**src/inc/ucmd_consts.vh**
```
`ifndef UCMD_CONSTS_VH
`define UCMD_CONSTS_VH
// ==========================================
// timing
`define UCMD_CLK_HZ 100000000
`define UCMD_BAUD 9600
`define UCMD_MS_DIV 1000
`define UCMD_GAP_MS 40
`define UCMD_SLOT_MS 5
`define UCMD_RSP_TO_MS 100
`define UCMD_RETRY_MS 2000
`define UCMD_MAX_TRIES 3
// ==========================================
// link bytes and framing
`define UCMD_CALL0 8'h99
`define UCMD_CALL1 8'hAA
`define UCMD_READY 8'hBB
`define UCMD_ACK 8'hCC
`define UCMD_CMD_READ 4'h4
`define UCMD_STOP_BIT 4'h9
`define UCMD_TX_BITS 4'hA
`define UCMD_RD_BYTES 2'h3
`define UCMD_IDX_CALL 3'h0
`define UCMD_IDX_F1 3'h2
`define UCMD_IDX_F2 3'h4
`endif

```
**src/core/ucmd_host.v**
```verilog
`include "ucmd_consts.vh"
module ucmd_host #(
   parameter [31:0] BIT_CYCLES =
      (`UCMD_CLK_HZ + `UCMD_BAUD / 2) / `UCMD_BAUD,
   parameter [31:0] GAP_CYCLES =
      (`UCMD_CLK_HZ / `UCMD_MS_DIV) * `UCMD_GAP_MS,
   parameter [31:0] SLOT_CYCLES =
      (`UCMD_CLK_HZ / `UCMD_MS_DIV) * `UCMD_SLOT_MS,
   parameter [31:0] RSP_TO_CYCLES =
      (`UCMD_CLK_HZ / `UCMD_MS_DIV) * `UCMD_RSP_TO_MS,
   parameter [31:0] RETRY_CYCLES =
      (`UCMD_CLK_HZ / `UCMD_MS_DIV) * `UCMD_RETRY_MS,
   parameter [1:0] MAX_TRIES = `UCMD_MAX_TRIES
) (
   input wire CORE_CLK,
   input wire NRST,
   input wire CMD_START,
   input wire [3:0] CMD_CODE,
   input wire [19:0] CMD_FREQ,
   output wire CMD_BUSY,
   output wire CMD_DONE,
   output wire CMD_FAIL,
   output wire [23:0] READ_FREQ,
   output wire TXD,
   input wire RXD
);
   // ==========================================
   // sequencer states
   localparam [5:0] S_IDLE = 6'h01;
   localparam [5:0] S_SEND = 6'h02;
   localparam [5:0] S_WRSP = 6'h04;
   localparam [5:0] S_WAIT = 6'h08;
   localparam [5:0] S_READ = 6'h10;
   localparam [5:0] S_BACK = 6'h20;

   // byte idx of the session: call pair, frame one, frame two
   function [7:0] ucmd_byte;
      input [2:0] idx;
      input [3:0] cmd;
      input [19:0] f;
      begin
         case (idx)
            3'h0: ucmd_byte = `UCMD_CALL0;
            3'h1: ucmd_byte = `UCMD_CALL1;
            3'h2: ucmd_byte = {4'h0, f[3:0]};
            3'h3: ucmd_byte = f[11:4];
            3'h4: ucmd_byte = f[19:12];
            default: ucmd_byte = {4'h0, cmd};
         endcase
      end
   endfunction

   // ==========================================
   // receive path, two-flop synchroniser first
   reg rxd_s1_q, rxd_s2_q;
   reg rx_busy_q, rx_valid_q;
   reg [31:0] rx_cnt_q;
   reg [3:0] rx_bit_q;
   reg [7:0] rx_sh_q, rx_data_q;

   always @(posedge CORE_CLK or negedge NRST) begin
      if (!NRST) begin
         rxd_s1_q <= 1'b1;
         rxd_s2_q <= 1'b1;
      end else begin
         rxd_s1_q <= RXD;
         rxd_s2_q <= rxd_s1_q;
      end
   end

   // mid-bit sampling; a glitch start is dropped at the centre check
   always @(posedge CORE_CLK or negedge NRST) begin
      if (!NRST) begin
         rx_busy_q <= 1'b0;
         rx_valid_q <= 1'b0;
         rx_cnt_q <= 32'h0;
         rx_bit_q <= 4'h0;
         rx_sh_q <= 8'h00;
         rx_data_q <= 8'h00;
      end else begin
         rx_valid_q <= 1'b0;
         if (!rx_busy_q) begin
            if (!rxd_s2_q) begin
               rx_busy_q <= 1'b1;
               rx_cnt_q <= BIT_CYCLES >> 1;
               rx_bit_q <= 4'h0;
            end
         end else if (rx_cnt_q != 32'h0) begin
            rx_cnt_q <= rx_cnt_q - 32'h1;
         end else begin
            rx_cnt_q <= BIT_CYCLES - 32'h1;
            rx_bit_q <= rx_bit_q + 4'h1;
            if (rx_bit_q == 4'h0) begin
               if (rxd_s2_q)
                  rx_busy_q <= 1'b0;
            end else if (rx_bit_q == `UCMD_STOP_BIT) begin
               rx_busy_q <= 1'b0;
               rx_valid_q <= rxd_s2_q;
               rx_data_q <= rx_sh_q;
            end else begin
               rx_sh_q <= {rxd_s2_q, rx_sh_q[7:1]};
            end
         end
      end
   end

   // ==========================================
   // transmit path
   reg [5:0] state_q;
   reg tx_busy_q, tx_line_q;
   reg [31:0] tx_cnt_q;
   reg [3:0] tx_bit_q;
   reg [9:0] tx_sh_q;
   reg [2:0] idx_q, end_q;
   reg [3:0] cmd_q;
   reg [19:0] freq_q;
   wire tx_start = state_q[1] && !tx_busy_q;

   always @(posedge CORE_CLK or negedge NRST) begin
      if (!NRST) begin
         tx_busy_q <= 1'b0;
         tx_line_q <= 1'b1;
         tx_cnt_q <= 32'h0;
         tx_bit_q <= 4'h0;
         tx_sh_q <= 10'h3FF;
      end else if (tx_start) begin
         tx_busy_q <= 1'b1;
         tx_line_q <= 1'b0;
         tx_cnt_q <= BIT_CYCLES - 32'h1;
         tx_bit_q <= 4'h1;
         tx_sh_q <= {1'b1, ucmd_byte(idx_q, cmd_q, freq_q), 1'b0};
      end else if (tx_busy_q) begin
         if (tx_cnt_q != 32'h0) begin
            tx_cnt_q <= tx_cnt_q - 32'h1;
         end else if (tx_bit_q == `UCMD_TX_BITS) begin
            tx_busy_q <= 1'b0;
            tx_line_q <= 1'b1;
         end else begin
            tx_cnt_q <= BIT_CYCLES - 32'h1;
            tx_line_q <= tx_sh_q[tx_bit_q];
            tx_bit_q <= tx_bit_q + 4'h1;
         end
      end
   end

   // ==========================================
   // session sequencer
   reg [1:0] step_q, tries_q, nrd_q;
   reg [7:0] exp_q;
   reg [31:0] tmr_q;
   reg [23:0] rd_q;
   reg done_q, fail_q;
   wire rsp_ok = rx_valid_q && (rx_data_q == exp_q);
   wire wait_end = (step_q == 2'h0) ? (tmr_q >= GAP_CYCLES) :
                   (tmr_q >= SLOT_CYCLES);

   always @(posedge CORE_CLK or negedge NRST) begin
      if (!NRST) begin
         state_q <= S_IDLE;
         step_q <= 2'h0;
         tries_q <= 2'h0;
         nrd_q <= 2'h0;
         idx_q <= 3'h0;
         end_q <= 3'h0;
         exp_q <= 8'h00;
         cmd_q <= 4'h0;
         freq_q <= 20'h00000;
         tmr_q <= 32'h0;
         rd_q <= 24'h000000;
         done_q <= 1'b0;
         fail_q <= 1'b0;
      end else begin
         done_q <= 1'b0;
         fail_q <= 1'b0;
         tmr_q <= tmr_q + 32'h1;
         case (state_q)
            S_IDLE: begin
               if (CMD_START) begin
                  cmd_q <= CMD_CODE;
                  freq_q <= CMD_FREQ;
                  tries_q <= 2'h0;
                  step_q <= 2'h0;
                  idx_q <= `UCMD_IDX_CALL;
                  end_q <= `UCMD_IDX_CALL + 3'h1;
                  exp_q <= `UCMD_READY;
                  state_q <= S_SEND;
               end
            end
            S_SEND: begin
               if (tx_start) begin
                  idx_q <= idx_q + 3'h1;
                  tmr_q <= 32'h0;
                  if (idx_q == end_q)
                     state_q <= S_WRSP;
               end
            end
            S_WRSP: begin
               // other bytes are ignored; only the expected one counts
               if (rsp_ok) begin
                  tmr_q <= 32'h0;
                  if (step_q != 2'h2) begin
                     state_q <= S_WAIT;
                  end else if (cmd_q == `UCMD_CMD_READ) begin
                     nrd_q <= 2'h0;
                     state_q <= S_READ;
                  end else begin
                     done_q <= 1'b1;
                     state_q <= S_IDLE;
                  end
               end else if (tmr_q >= RSP_TO_CYCLES) begin
                  tmr_q <= 32'h0;
                  state_q <= S_BACK;
               end
            end
            S_WAIT: begin
               // fixed gap keeps frame one well inside the lost window
               if (wait_end) begin
                  idx_q <= (step_q == 2'h0) ? `UCMD_IDX_F1 : `UCMD_IDX_F2;
                  end_q <= (step_q == 2'h0) ? `UCMD_IDX_F1 + 3'h1 :
                           `UCMD_IDX_F2 + 3'h1;
                  exp_q <= `UCMD_ACK;
                  step_q <= step_q + 2'h1;
                  state_q <= S_SEND;
               end
            end
            S_READ: begin
               if (rx_valid_q) begin
                  rd_q <= {rx_data_q, rd_q[23:8]};
                  nrd_q <= nrd_q + 2'h1;
                  tmr_q <= 32'h0;
                  if (nrd_q == `UCMD_RD_BYTES - 2'h1) begin
                     done_q <= 1'b1;
                     state_q <= S_IDLE;
                  end
               end else if (tmr_q >= RSP_TO_CYCLES) begin
                  tmr_q <= 32'h0;
                  state_q <= S_BACK;
               end
            end
            S_BACK: begin
               // device drops back to idle, so restart from the call
               if (tries_q == MAX_TRIES - 2'h1) begin
                  fail_q <= 1'b1;
                  state_q <= S_IDLE;
               end else if (tmr_q >= RETRY_CYCLES) begin
                  tries_q <= tries_q + 2'h1;
                  step_q <= 2'h0;
                  idx_q <= `UCMD_IDX_CALL;
                  end_q <= `UCMD_IDX_CALL + 3'h1;
                  exp_q <= `UCMD_READY;
                  state_q <= S_SEND;
               end
            end
            default: state_q <= S_IDLE;
         endcase
      end
   end

   assign CMD_BUSY = !state_q[0];
   assign CMD_DONE = done_q;
   assign CMD_FAIL = fail_q;
   assign READ_FREQ = rd_q;
   assign TXD = tx_line_q;
endmodule

```
**config.mk**
```make
export PLATFORM = sky130hd
export DESIGN_NAME = ucmd_host
export DESIGN_NICKNAME = d
export VERILOG_FILES = /design/src/core/ucmd_host.v
export VERILOG_INCLUDE_DIRS = /design/src /design/src/inc
export SDC_FILE = /design/constraint.sdc
export NUM_CORES = 1
export LEC_CHECK = 0
export BUFFER_PORTS_ARGS = -buffer_cell sky130_fd_sc_hd__buf_4
export CAP_MARGIN = 20
export CORE_AREA = 2 2 135 137
export CTS_CLUSTER_SIZE = 12
export DETAILED_ROUTE_END_ITERATION = 6
export DIE_AREA = 0 0 137 139
export HOLD_SLACK_MARGIN = 0.06
export PLACE_DENSITY = 0.77
export SYNTH_ARGS = -nofsm -noshare
export SYNTH_HDL_FRONTEND = slang
export SYNTH_SLANG_ARGS = --single-unit
```
**constraint.sdc**
```tcl
create_clock -name CORE_CLK -period 4.3 [get_ports CORE_CLK]
set_clock_uncertainty 0.05 [all_clocks]
set_input_delay 0.645 -clock CORE_CLK [delete_from_list [all_inputs] [get_ports CORE_CLK]]
set_output_delay 0.645 -clock CORE_CLK [all_outputs]
set_load 0.005 [all_outputs]
```
* After elaboration in Yosys (flattened, before gate mapping) *
Index checks and enable logic that the tools add are counted.

word-level totals
  bits of input ports = 28
  register bits = 211
  output and inout port bits = 28

cells by class
  magnitude comparators = 5
  reduce and logical (&&, ||, !) cells = 27
  $add $sub $neg = 9
  mux-type cells = 92
  bitwise gates (word level) = 3
  equal/unequal tests = 35

operator list
  operator                                                number
  two-way mux 32 bit                                      11
  case mux 32 bit (3 select lines)                        1
  nonzero test 32 bit                                     2
  subtractor 32 x 1 -> 32 bit (second input constant)     2
  two-way mux 6 bit                                       10
  case mux 8 bit (5 select lines)                         1
  case mux 6 bit (6 select lines)                         1
  two-way mux 3 bit                                       11
  adder 32 x 1 -> 32 bit (second input constant)          1
  >= comparator 32 x 19 -> 1 bit (second input constant)  1
  >= comparator 32 x 22 -> 1 bit (second input constant)  1
  >= comparator 32 x 24 -> 1 bit (second input constant)  1
  >= comparator 32 x 28 -> 1 bit (second input constant)  1
  two-way mux 8 bit                                       4
  two-way mux 4 bit                                       7
  != test 2 bit (second input constant)                   14
  two-way mux 1 bit                                       26
  case mux 8 bit (3 select lines)                         1
  two-way mux 2 bit                                       10
  case mux 3 bit (4 select lines)                         1
  AND reduction 4 bit                                     3
  AND reduction 6 bit                                     2
  two-way mux 5 bit                                       2
  AND reduction 2 bit                                     5
  36 further kinds                                        52

* Depth between registers and ports, before layout *
Gate-level depths: netlist (run 1).

  word-level depth = 6
  gate-level depth with buffers = 9
  mapped depth without buffers = 8

* Least setup slack after synthesis (run 1) *
OpenSTA, ideal clock, no wires.

  path kind = reg-to-reg
  start = reg rx_cnt_q[22]
  end = reg rx_sh_q[0]
  cell stages (with the launch flop) = 7
  data required time = 4.125 ns
  arrival time = 2.504 ns
  library setup time = 0.125 ns
  path buffers = 1
  slack = 1.621 ns
  cells stage by stage = dfrtp_1 -> or4_4 -> or3_4 -> or4_1 -> buf_6 -> nor2_8 -> mux2_2

between the ends
  cells in the longest elaborated chain, start to end = 3

ends and longest elaborated chain
  what                                  line             RTL
  start: declaration                    ucmd_host.v:57   reg [31:0] rx_cnt_q;
  start signal: assignment              ucmd_host.v:85   rx_cnt_q <= BIT_CYCLES >> 1;
  start signal: assignment              ucmd_host.v:89   rx_cnt_q <= rx_cnt_q - 32'h1;
  start signal: assignment              ucmd_host.v:91   rx_cnt_q <= BIT_CYCLES - 32'h1;
  nonzero test 32 bit                   ucmd_host.v:88   end else if (rx_cnt_q != 32'h0) begin
  NOT 1 bit (no source line)            n/a
  AND reduction 4 bit (no source line)  n/a
  end signal: assignment                ucmd_host.v:101  rx_sh_q <= {rxd_s2_q, rx_sh_q[7:1]};
  end: declaration                      ucmd_host.v:59   reg [7:0] rx_sh_q, rx_data_q;

Every way passes these cells.
A chain may end at the register's enable or synchronous reset.

* Worst setup path in the final report (run 1) *
  start = reg rx_cnt_q[22]
  end = reg rx_sh_q[7]

Same word-level chain as after synthesis.

==> key figures, run 1 <==
Status
  – Status: completed

Timing
  – Worst Slack Setup Final: 1.32 ns
  – Fmax: 336 MHz
  – RSZ-0062 raised after global routing: no
  – Hold_ws: 0.143 ns
  – Setup Total Neg Slack: 0 ns
  – Measured slew at the worst slew-check pin: 1.07 ns
  – Final hold vios: 0
  – Min Clock Period, post-route: 2.98 ns
  – Fin crit share: 69.2%
  – Worst rel slew slack: 28.6%
  – Final setup viols: 0
  – Max Slew Vio Count: 0

Yosys
  – Cell Area, Synth: 0.0104 mm2
  – Post-synth EDFFs: 0
  – FF+latch count, synth: 205
  – Syn. warnings: 0
  – Area fraction of the dominant cell type after synthesis: 46.0%
  – Most common flop cell mapped by yosys: dfrtp_1
  – Post-synth cell types: 77
  – Syn avg cell area: 9.67 um2
  – Most frequent cell after synthesis: dfrtp_1
  – Post-Synthesis Cells: 1080
  – Post-synth top cells: 192 x dfrtp_1, 143 x nand2_1, 127 x nor2_1, 49 x o21ai_0, 46 x mux2_2
  – Syn Nets: 1127
  – Post-synthesis sequential area ratio: 49.3%
  – Largest cells by area after synthesis: dfrtp_1 46%, nand2_1 5.1%, mux2_2 5.0%
  – FFs w/ async S/R, synth: 100%
  – Synth area leader: dfrtp_1

Worst setup path
  – CP cell instances: or4_4 > or3_4 > or4_1 > nor2_8 > mux2_2
  – Worst-path fanout max: 8
  – Crit path largest cell delay: 0.78 ns
  – Critical path capture point type: register
  – CP startpoint kind: register
  – Setup CP Type: register to register
  – Worst path arrival time: 3.31 ns
  – Critical-path top delay cell: or4_1
  – Buf/Inv on CP: 0
  – Worst EP required: 4.63 ns
  – CP delay by family, top: simple AND/OR/NAND/NOR gates

Die
  – Area of the core: 0.0177 mm2
  – Die Width: 137 um
  – FP Rows: 49
  – I/O pin cnt: 56
  – Initial Util: 59.2%
  – Die Height: 139 um
  – DIE AREA: 0.0190 mm2

Placed design
  – I/O Buffers: 55
  – Detail Placement HPWL: 15.1 mm
  – Final Wtd Congestion: 0.866
  – Post-Place Setup Slack: 1.32 ns

Power and ir drop
  – Pwr per Cell Area: 332 mW/mm2
  – Sw power: 0.781 mW
  – Internal: 3.13 mW
  – Seq pwr share: 49.4%
  – Final Power: 3.91 mW
  – Clock power frac: 49.1%
  – Combinational share of power: 1.5%
  – Switch share: 20.0%
  – Worst IR drop on VDD: 317 uV
  – Leak: 5.57 nW

Final layout
  – Nets: 1174
  – Area Growth Syn to Fin: 12.9%
  – Share of post-route cells with drive strength above 1: 15.8%
  – # fillers: 1362
  – Ant. Diodes: 0
  – Util after Layout: 66.8%

Clock tree
  – Post-CTS resize count: 0
  – Post-CTS Hold Fix Bufs: 0
  – Post-CTS setup repair buffer count: 0
  – Max H-tree Level: 1
  – Clock transition at path regs: 0.06 ns
  – CTS tree: done
  – Clock root buffer: clkbuf_16
  – Clk buf depth: 3
  – TritonCTS Buffers: 23
  – Clk Latency, worst-skew pair: 0.50 ns
  – Clock sinks: 205

Route
  – Antenna-violating nets left: 0
  – WL/cell: 16.2 um
  – Vias/cell: 5.94
  – DRC: 0
  – DR pass1 iterations: 5
  – Iter 0 DRT Violations: 406
  – Vias: 8158
  – Post-Route WL: 22.3 mm

Global route
  – Antenna violations before repair: 0
  – First-pass GRT wire length: 38.5 mm
  – Global route overflow: 0
  – GRT Resource Usage Total: 24.2%
  – Largest net degree at the start of global routing: 93
  – Vias in the first global route: 8020

Min path
  – HP Class: input pin to asynchronous set/reset pin

Run
  – Max-cap viol count: 0
[layout make-up]
| type | count | area (um2) | share of cell area, % |
|---|---|---|---|
| sequential | 205 | 5150 | 43.6 |
| clock inverter | 4 | 73.8 | 0.626 |
| multi-input combinational | 803 | 5010 | 42.5 |
| inverter | 29 | 109 | 0.923 |
| timing repair buffer | 65 | 494 | 4.19 |
| tap | 229 | 287 | 2.43 |
| clock buffer | 38 | 672 | 5.70 |
[power by group through the flow]
stage               Sequential (mW)  Combinational (mW)  Clock (mW)
finish                         1.93              0.0595        1.92
global route                   1.93              0.0703        2.04
CTS                            1.93              0.0630        1.96
detailed placement             1.97              0.0627           0
global placement               1.97              0.0623           0
floorplan                      1.97             0.00225           0
[routing by layer]
metal	track usage, %	part of all wire [%]
met1	34.2	45
met2	39.4	49
met3	3.03	3.3
met4	6.84	2.2
met5	0	0
[registers in the layout, indices dropped and copies added (netlist names), 2 cells and up]
name / flops
rx_cnt_q: 32
exp_q: 2
end_q: 3
idx_q: 3
tx_sh_q: 9
rx_bit_q: 4
nrd_q: 2
tmr_q: 32
tx_bit_q: 4
freq_q: 20
rx_sh_q: 8
tx_cnt_q: 32
READ_FREQ: 24
step_q: 2
tries_q: 2
cmd_q: 4
state_q: 6
rx_data_q: 8
[stage by stage]
| step | cells | area, um2 |
|---|---|---|
| 2_1_floorplan | 1080 | 10400 |
| 3_3_place_gp | 1331 | 11000 |
| 3_5_place_dp | 1331 | 11000 |
| 4_1_cts | 1373 | 11800 |
| 5_1_grt | 1373 | 11800 |
| 6_report | 1373 | 11800 |
[kinds of logic after synthesis]
group | synth area share (%)
AOI/OAI and AO/OA | 11.0
xor gates and xnor gates | 5.37
adders and majority gates | 2.28
buffers and inverters | 2.87
DFF | 49.3
muxes | 5.87
and+or+nand+nor | 23.3
[cells in the final DEF (no fill, tap or decap), types with 6 or more instances in the layout]
| cell type | n |
|---|---|
| clkbuf_1 | 11 |
| o21ai_0 | 49 |
| nand4b_1 | 6 |
| a21oi_1 | 38 |
| o22ai_1 | 8 |
| nor2_1 | 127 |
| or3_1 | 14 |
| nor3_1 | 35 |
| o31ai_1 | 7 |
| nand2_1 | 143 |
| xnor2_1 | 33 |
| nand2b_1 | 9 |
| and3_1 | 12 |
| dfrtp_1 | 192 |
| ha_1 | 19 |
| and2_1 | 10 |
| inv_1 | 27 |
| nor4_1 | 22 |
| a31oi_1 | 20 |
| a211oi_1 | 7 |
| dfstp_2 | 13 |
| nor2b_1 | 9 |
| buf_4 | 64 |
| clkbuf_16 | 23 |
| nand3_1 | 32 |
| xor2_1 | 31 |
| nand4_1 | 18 |
| or4_1 | 12 |
| or2_2 | 6 |
| mux2_2 | 46 |
[path summary, 6_finish.rpt]
kind / start / to / slack, ns / cells past startpoint
worst max-delay path: rx_cnt_q[22] / rx_sh_q[7] / 1.32 / 5
worst min-delay path: NRST / tx_cnt_q[25] / 0.14 / 1
worst max register to register: rx_cnt_q[22] / rx_sh_q[7] / 1.32 / 5
worst min register to register: rxd_s1_q / rxd_s2_q / 0.31 / 0
max in group asynchronous: NRST / rxd_s2_q / 3.11 / 2
min in group CORE_CLK: RXD / rxd_s1_q / 0.20 / 1
No activity file was read; power rests on OpenSTA's default activity.
==> run 2, diff against run 1 <==
Settings changed: ABC_AREA set to 1, CORE_AREA 2 2 135 137 to 2 2 148 150, DIE_AREA 0 0 137 139 to 0 0 150 152, PLACE_DENSITY 0.77 to 0.75.
Clock period 4.3 ns to 2.4 ns, I/O delays scaled along.
==> run 2 against run 1 <==
Sequential cell count is the same. Highest routed layer unchanged. Register-to-register slack lost 1.1 ns. Critical path depth grew 4. Maximum frequency grew 39%. Via count grew 28%. Clock power grew 73%. Synthesized cell count grew 46%. Design area grew 14%. Synthesized area grew 12%. Die area grew 20%. Clock-buffer cell count shrank 2.
==> key figures, run 2 <==
Yosys
  – Most frequent cell after synthesis: nand2_1
  – Post-synth cell types: 43 (-44%)
  – Synth area leader: dfrtp_1
  – Post-synthesis sequential area ratio: 44.1% (-5.2 points)
  – Adder-cell share of the synthesized area: 2.04% (-0.24 points)
  – Syn Nets: 1629 (+45%)
  – Largest family of logic cells by synthesized area: simple AND/OR/NAND/NOR gates
  – FFs w/ async S/R, synth: 100% (unchanged)
  – Syn avg cell area: 7.38 um2 (-24%)
  – XOR/XNOR Fraction of Synth Area: 5.18% (-0.19 points)
  – Post-synth top cells: 403 x nand2_1, 220 x nor2_1, 192 x dfrtp_1, 183 x inv_1, 121 x nand3_1
  – Syn. warnings: 0 (unchanged)
  – Mux cell area share after synthesis: 0% (-5.9 points)
  – Post-synth EDFFs: 0 (unchanged)
  – Post-Synth Simple-Gate Area: 31.1% (+7.8 points)
  – Cell Area, Synth: 0.0117 mm2 (+12%)
  – Area fraction of the dominant cell type after synthesis: 41.2% (-4.8 points)
  – Compound-Gate Fraction of Synth Area: 9.74% (-1.3 points)
  – Largest cells by area after synthesis: dfrtp_1 41%, nand2_1 13%, nor2_1 7.1%
  – FF+latch count, synth: 205 (unchanged)
  – Post-Synthesis Cells: 1582 (+46%)
  – Most common flop cell mapped by yosys: dfrtp_1

Placed design
  – I/O Buffers: 55 (unchanged)
  – Dpl cells: 1903 (+43%)
  – Post-Place Setup Slack: 0.233 ns (-1.08 ns)
  – Detail Placement HPWL: 19.3 mm (+28%)
  – Final Wtd Congestion: 0.917 (+5.8%)

Worst setup path
  – Worst-path fanout max: 7 (-1)
  – Worst EP required: 2.80 ns (-1.83 ns)
  – Setup CP Type: register to register
  – Critical-path top delay cell: dfrtp_1
  – Most frequent CP cell: nand2_1
  – Worst path arrival time: 2.54 ns (-0.77 ns)
  – CP startpoint kind: register
  – RR Endpoint: exp_q[6]
  – Critical path capture point type: register
  – R2R Setup Slk: 0.27 ns (-1.06 ns)
  – Worst-case reg-to-reg path depth: 9 (+4)
  – RR Startpoint: tmr_q[31]
  – Crit path largest cell delay: 0.39 ns (-0.39 ns)
  – Buf/Inv on CP: 0 (unchanged)
  – CP cell instances: nor2_1 > nand2_1 > nor2_1 > nand4_1 > nand2_1 > nand3_1 > nor2_2 > nand2_1 > nand2_1
  – CP delay by family, top: simple AND/OR/NAND/NOR gates

Run
  – Max-cap viol count: 0 (unchanged)

Clock tree
  – Clk Latency, worst-skew pair: 0.52 ns (+0.02 ns)
  – Post-CTS setup repair buffer count: 0 (unchanged)
  – Clock root buffer: clkbuf_16
  – Clk buf depth: 3 (unchanged)
  – Clock transition at path regs: 0.06 ns (about the same)
  – Clock sinks: 205 (unchanged)
  – TritonCTS Buffers: 23 (unchanged)
  – CTS tree: done
  – Max H-tree Level: 1 (unchanged)

Final layout
  – Area Growth Syn to Fin: 15.3%
  – Ant. Diodes: 0 (unchanged)
  – Share of post-route cells with drive strength above 1: 10.3% (-5.5 points)
  – Top flop regs: rx_cnt_q x32, tmr_q x32, tx_cnt_q x32
  – Commonest non-fill, non-tap cell in the layout: nand2_1
  – Layout Cells excl Fill: 1971 (+44%)
  – Util after Layout: 63.0% (-3.8 points)
  – Commonest cells after routing, fill and taps aside: 403 x nand2_1, 219 x nor2_1, 192 x dfrtp_1, 183 x inv_1, 121 x nand3_1
  – Nets: 1721 (+47%)
  – # fillers: 1867 (+37%)

Die
  – Die Height: 152 um (+9.4%)
  – DIE AREA: 0.0228 mm2 (+20%)
  – FP Rows: 54 (+10%)
  – Area of the core: 0.0214 mm2 (+21%)
  – Die Width: 150 um (+9.5%)
  – I/O pin cnt: 56 (unchanged)
  – Initial Util: 54.7% (-4.5 points)

Timing
  – RSZ-0062 raised after global routing: no
  – Final setup viols: 0 (unchanged)
  – Worst Slack Setup Final: 0.266 ns (-1.06 ns)
  – Fin crit share: 88.9% (+20 points)
  – Measured slew at the worst slew-check pin: 0.896 ns (-0.173 ns)
  – Max Slew Vio Count: 0 (unchanged)
  – Worst rel slew slack: 40.0% (+11 points)
  – Setup Total Neg Slack: 0 ns (unchanged)
  – Final hold vios: 0 (unchanged)
  – Fmax: 469 MHz (+39%)
  – Min Clock Period, post-route: 2.13 ns (-0.842 ns)

Global route
  – Vias in the first global route: 10200 (+28%)
  – GRT Resource Usage Total: 24.4% (+0.16 points)
  – Global route overflow: 0 (unchanged)
  – Antenna violations before repair: 0 (unchanged)
  – First-pass GRT wire length: 46.6 mm (+21%)
  – Largest net degree at the start of global routing: 61 (-34%)

Power and ir drop
  – Worst IR drop on VDD: 661 uV (+110%)
  – Internal: 6.51 mW (+110%)
  – Switch share: 30.9% (+11 points)
  – Seq pwr share: 44.5% (-4.9 points)
  – Leak: 6.59 nW (+18%)
  – Pwr per Cell Area: 700 mW/mm2 (+110%)
  – Clock power frac: 35.3% (-14 points)
  – Combinational share of power: 20.2% (+19 points)
  – Sw power: 2.91 mW (+270%)

Route
  – Iter 0 DRT Violations: 528 (+30%)
  – Post-Route WL: 27.0 mm (+21%)
  – Antenna-violating nets left: 0 (unchanged)
  – Vias: 10500 (+28%)
  – WL/cell: 13.7 um (-16%)
  – DR pass1 iterations: 6 (+1)
  – Vias/cell: 5.31 (-11%)
  – DRC: 0 (unchanged)

Min path
  – Hold path start: CMD_START
  – HP Class: input pin to register
  – Hold Crit Endpoint: state_q[0]
  – Hold depth: 4

Status
  – Status: completed
-- run 2: metal layers --
layer  share of wire [%]  vias to the layer above  track usage (%)
met4                 3.3                        0             8.98
met2                  49                      239             41.8
met1                  43                     4879             31.7
li1                    -                     5271                -
met5                   0                        -                0
met3                 4.1                       74             2.85
-- run 2: logic make-up after synthesis --
group	Yosys count
fa+ha+maj	19
flops	205
compound gates	208
buf+inv	229
simple gates	852
xor+xnor	69
-- run 2: final cells by class --
cell class              count  area [um2]  share of cell area (%)
multi-input cells        1148        5610                    41.7
flip-flops and latches    205        5150                    38.3
repair buffers            107         912                    6.78
inverters                 189         709                    5.27
clock buffers              36         684                    5.09
well taps                 280         350                    2.60
clock inverters             6        36.3                   0.270
-- run 2: worst max path at each step --
stage	start	slack (ns)	endpoint	depth (start not counted)
global placement	rx_cnt_q[0]	0.26	rx_data_q[2]	10
CTS	rx_cnt_q[0]	0.21	rx_data_q[2]	10
floorplan	tx_bit_q[0]	0.50	tx_cnt_q[28]	9
global route	tx_cnt_q[0]	0.05	tx_bit_q[1]	11
detailed placement	rx_cnt_q[0]	0.23	rx_data_q[2]	10
finish	tmr_q[31]	0.27	exp_q[6]	9
-- run 2: power by group through the flow --
stage	Combinational (mW)	Clock [mW]	Sequential [mW]
6_report	1.90	3.32	4.19
5_1_grt	2.21	3.55	4.24
4_1_cts	1.91	3.41	4.19
3_5_place_dp	1.85	0	4.24
3_3_place_gp	1.81	0	4.23
2_1_floorplan	1.40	0	4.14
-- run 2: worst min-delay path: stages --
cell and delay, ns:
buf_4 0.07, inv_1 0.05, nand4_1 0.18, nand2_1 0.07
-- run 2: stage by stage --
| step | instance area, um2 | hold slack [ns] | power (mW) |
|---|---|---|---|
| floorplan | 11700 | 0.0144 | 5.54 |
| global placement | 12500 | 0.286 | 6.04 |
| detailed placement | 12500 | 0.292 | 6.10 |
| CTS | 13500 | 0.158 | 9.50 |
| global route | 13500 | 0.197 | 9.99 |
| finish | 13500 | 0.185 | 9.42 |
-- run 2: timing repair --
item / in CTS / in global routing
resized for setup: 0 / 1
endpoints found under the hold margin: 68 / 0
setup endpoints to repair: 0 / 2
hold buffers: 26 / 0
==> run 3, diff against run 2 <==
Settings changed: CORE_AREA 2 2 148 150 to 2 2 117 176, DIE_AREA 0 0 150 152 to 0 0 119 178, PLACE_DENSITY 0.75 to 0.76.
Clock period 2.4 ns to 2 ns, I/O delays scaled along.
==> run 3 against run 2 <==
Clock power is 17% higher. Register-to-register slack worse by 0.18 ns. Die area is 7.1% lower. Cell count is 0.76% higher. Maximum frequency is 12% higher. Design area is 3.5% higher. Non-clock buffer count is 40 higher. Sequential power is 19% higher. Sequential cell count stayed put. Worst setup slack worse by 0.18 ns. First-iteration DRC count is 22% higher.
==> key figures, run 3 (synthesized netlist as in run 2, its figures left out) <==
Status
  – Status: completed

Placed design
  – Final Wtd Congestion: 0.916 (about the same)
  – I/O Buffers: 55 (unchanged)
  – Detail Placement HPWL: 21.2 mm (+10%)
  – Post-Place Setup Slack: -0.0693 ns (-0.302 ns)

Power and ir drop
  – Final Power: 11.5 mW (+22%)
  – Seq pwr share: 43.5% (-1.0 points)
  – Clock power frac: 33.7% (-1.6 points)
  – Switch share: 31.2% (+0.33 points)
  – Pwr per Cell Area: 825 mW/mm2 (+18%)
  – Worst IR drop on VDD: 683 uV (+3.3%)
  – Internal: 7.90 mW (+21%)
  – Sw power: 3.59 mW (+23%)
  – Leak: 6.85 nW (+3.8%)
  – Combinational share of power: 22.8% (+2.6 points)

Route
  – Iter 0 DRT Violations: 642 (+22%)
  – WL/cell: 14.8 um (+8.1%)
  – Antenna-violating nets left: 0 (unchanged)
  – Post-Route WL: 29.4 mm (+8.9%)
  – Vias: 10700 (+2.6%)
  – DR pass1 iterations: 5 (-1)
  – DRC: 0 (unchanged)
  – Vias/cell: 5.41 (+1.9%)

Clock tree
  – CTS tree: done
  – Max H-tree Level: 1 (unchanged)
  – Clk Latency, worst-skew pair: 0.50 ns (-0.02 ns)
  – TritonCTS Buffers: 22 (-4.3%)
  – Clock transition at path regs: 0.06 ns (about the same)
  – Clock sinks: 205 (unchanged)
  – Clock root buffer: clkbuf_16
  – Clk buf depth: 3 (unchanged)

Global route
  – Most used routing layer: met2
  – Vias in the first global route: 10700 (+4.7%)
  – Largest net degree at the start of global routing: 50 (-18%)
  – GR Util met2: 53.9% (+12 points)
  – Met3 usage: 3.20% (+0.34 points)
  – First-pass GRT wire length: 48.8 mm (+4.9%)
  – Global route overflow: 0 (unchanged)
  – GRT Resource Usage Total: 28.0% (+3.6 points)
  – Antenna violations before repair: 0 (unchanged)
  – GR met1 Demand/Resource: 30.5% (-1.1 points)

Final layout
  – Nets: 1760 (+2.3%)
  – Area Growth Syn to Fin: 19.3%
  – Top flop regs: rx_cnt_q x32, tmr_q x32, tx_cnt_q x32
  – Commonest non-fill, non-tap cell in the layout: nand2_1
  – Util after Layout: 70.9% (+7.9 points)
  – Share of post-route cells with drive strength above 1: 14.0% (+3.7 points)
  – Commonest cells after routing, fill and taps aside: 398 x nand2_1, 201 x nor2_1, 190 x dfrtp_1, 179 x inv_1
  – Ant. Diodes: 0 (unchanged)

Timing
  – Fin crit share: 95.5% (+6.5 points)
  – Fmax: 524 MHz (+12%)
  – Measured slew at the worst slew-check pin: 0.449 ns (-0.447 ns)
  – Worst Slack Setup Final: 0.0907 ns (-0.175 ns)
  – Max Slew Vio Count: 0 (unchanged)
  – Final hold vios: 0 (unchanged)
  – Worst rel slew slack: 70.0% (+30 points)
  – Hold_ws: 0.166 ns (-0.0188 ns)
  – Min Clock Period, post-route: 1.91 ns (-0.225 ns)
  – Final setup viols: 0 (unchanged)

Die
  – I/O pin cnt: 56 (unchanged)
  – DIE AREA: 0.0212 mm2 (-7.1%)
  – Initial Util: 59.5% (+4.8 points)
  – Area of the core: 0.0196 mm2 (-8.1%)
  – Die Height: 178 um (+17%)
  – FP Rows: 63 (+17%)
  – Die Width: 119 um (-21%)

Worst setup path
  – Worst-path fanout max: 17 (+10)
  – Worst EP required: 2.34 ns (-0.46 ns)
  – CP startpoint kind: register
  – Worst path arrival time: 2.25 ns (-0.29 ns)
  – Critical path capture point type: register
  – Setup CP Type: register to register

Min path
  – HP Class: input pin to register

Run
  – Max-cap viol count: 0 (unchanged)
run 3: cell count changes in the layout (fill, tap and decap cells not counted), sizes merged:
| cell | before | now |
|---|---|---|
| buf | 80 | 119 |
| clkbuf | 37 | 35 |
| bufinv | 0 | 1 |
| clkinv | 5 | 4 |
| clkinvlp | 1 | 0 |
| inv | 189 | 188 |
run 3: path summary, 6_finish.rpt:
kind	from	endpoint	slack, ns	depth (start not counted)
hold / removal	CMD_START	state_q[0]	0.17	4
hold reg to reg	rxd_s1_q	rxd_s2_q	0.31	0
max in group asynchronous	NRST	tmr_q[20]	0.95	3
setup reg to reg	rx_cnt_q[1]	rx_data_q[0]	0.09	11
setup / recovery	rx_cnt_q[1]	rx_data_q[0]	0.09	11
min in group asynchronous	NRST	freq_q[6]	0.26	2
run 3: cell type report:
type	count	area [um2]
Timing Repair Buffer	147	1330
Clock buffer	33	623
Inverter	189	712
Tap cell	260	325
Fill cell	1585	5700
Clock inverter	4	45.0
Multi-Input combinational cell	1148	5740
Sequential cell	205	5150
run 3: worst max-delay path, stage by stage, from the launching register on:
cell and delay (ns):
dfrtp_1 0.37, inv_1 0.10, ha_1 0.16, inv_1 0.07, nor3_2 0.19, nand3_2 0.11
nor2_4 0.13, nand3_4 0.07, or2_1 0.25, buf_12 0.16, nand2_1 0.08, o21ai_2 0.06
run 3: per-layer routing:
metal | vias to the layer above | routed length, um
met3 | 99 | 1070
li1 | 5330 | -
met1 | 5057 | 11300
met4 | 0 | 1320
met2 | 253 | 15800
met5 | - | 0
run 3: repair_timing:
action | in CTS | in global routing
setup buffers | 0 | 4
hold buffers | 26 | 0
gates cloned | 0 | 1
resized for setup | 2 | 42
pin swaps | 0 | 3
setup endpoints to repair | 14 | 98
hold endpoints to repair | 69 | 0
run 3: power groups by stage:
stage,combinational (mW),clock [mW],sequential (mW)
floorplan,1.68,0,4.97
global placement,2.38,0,5.03
detailed placement,2.43,0,5.06
CTS,2.50,3.95,4.99
global route,2.96,4.10,5.04
finish,2.62,3.88,4.99
run 3: metrics by stage:
stage | instances | cell area (um2) | TNS [ns]
CTS | 1981 | 13700 | 0
detailed placement | 1918 | 12800 | -0.257
global route | 1986 | 13900 | -0.105
global placement | 1918 | 12800 | -0.00663
floorplan | 1582 | 11700 | 0
finish | 1986 | 13900 | 0
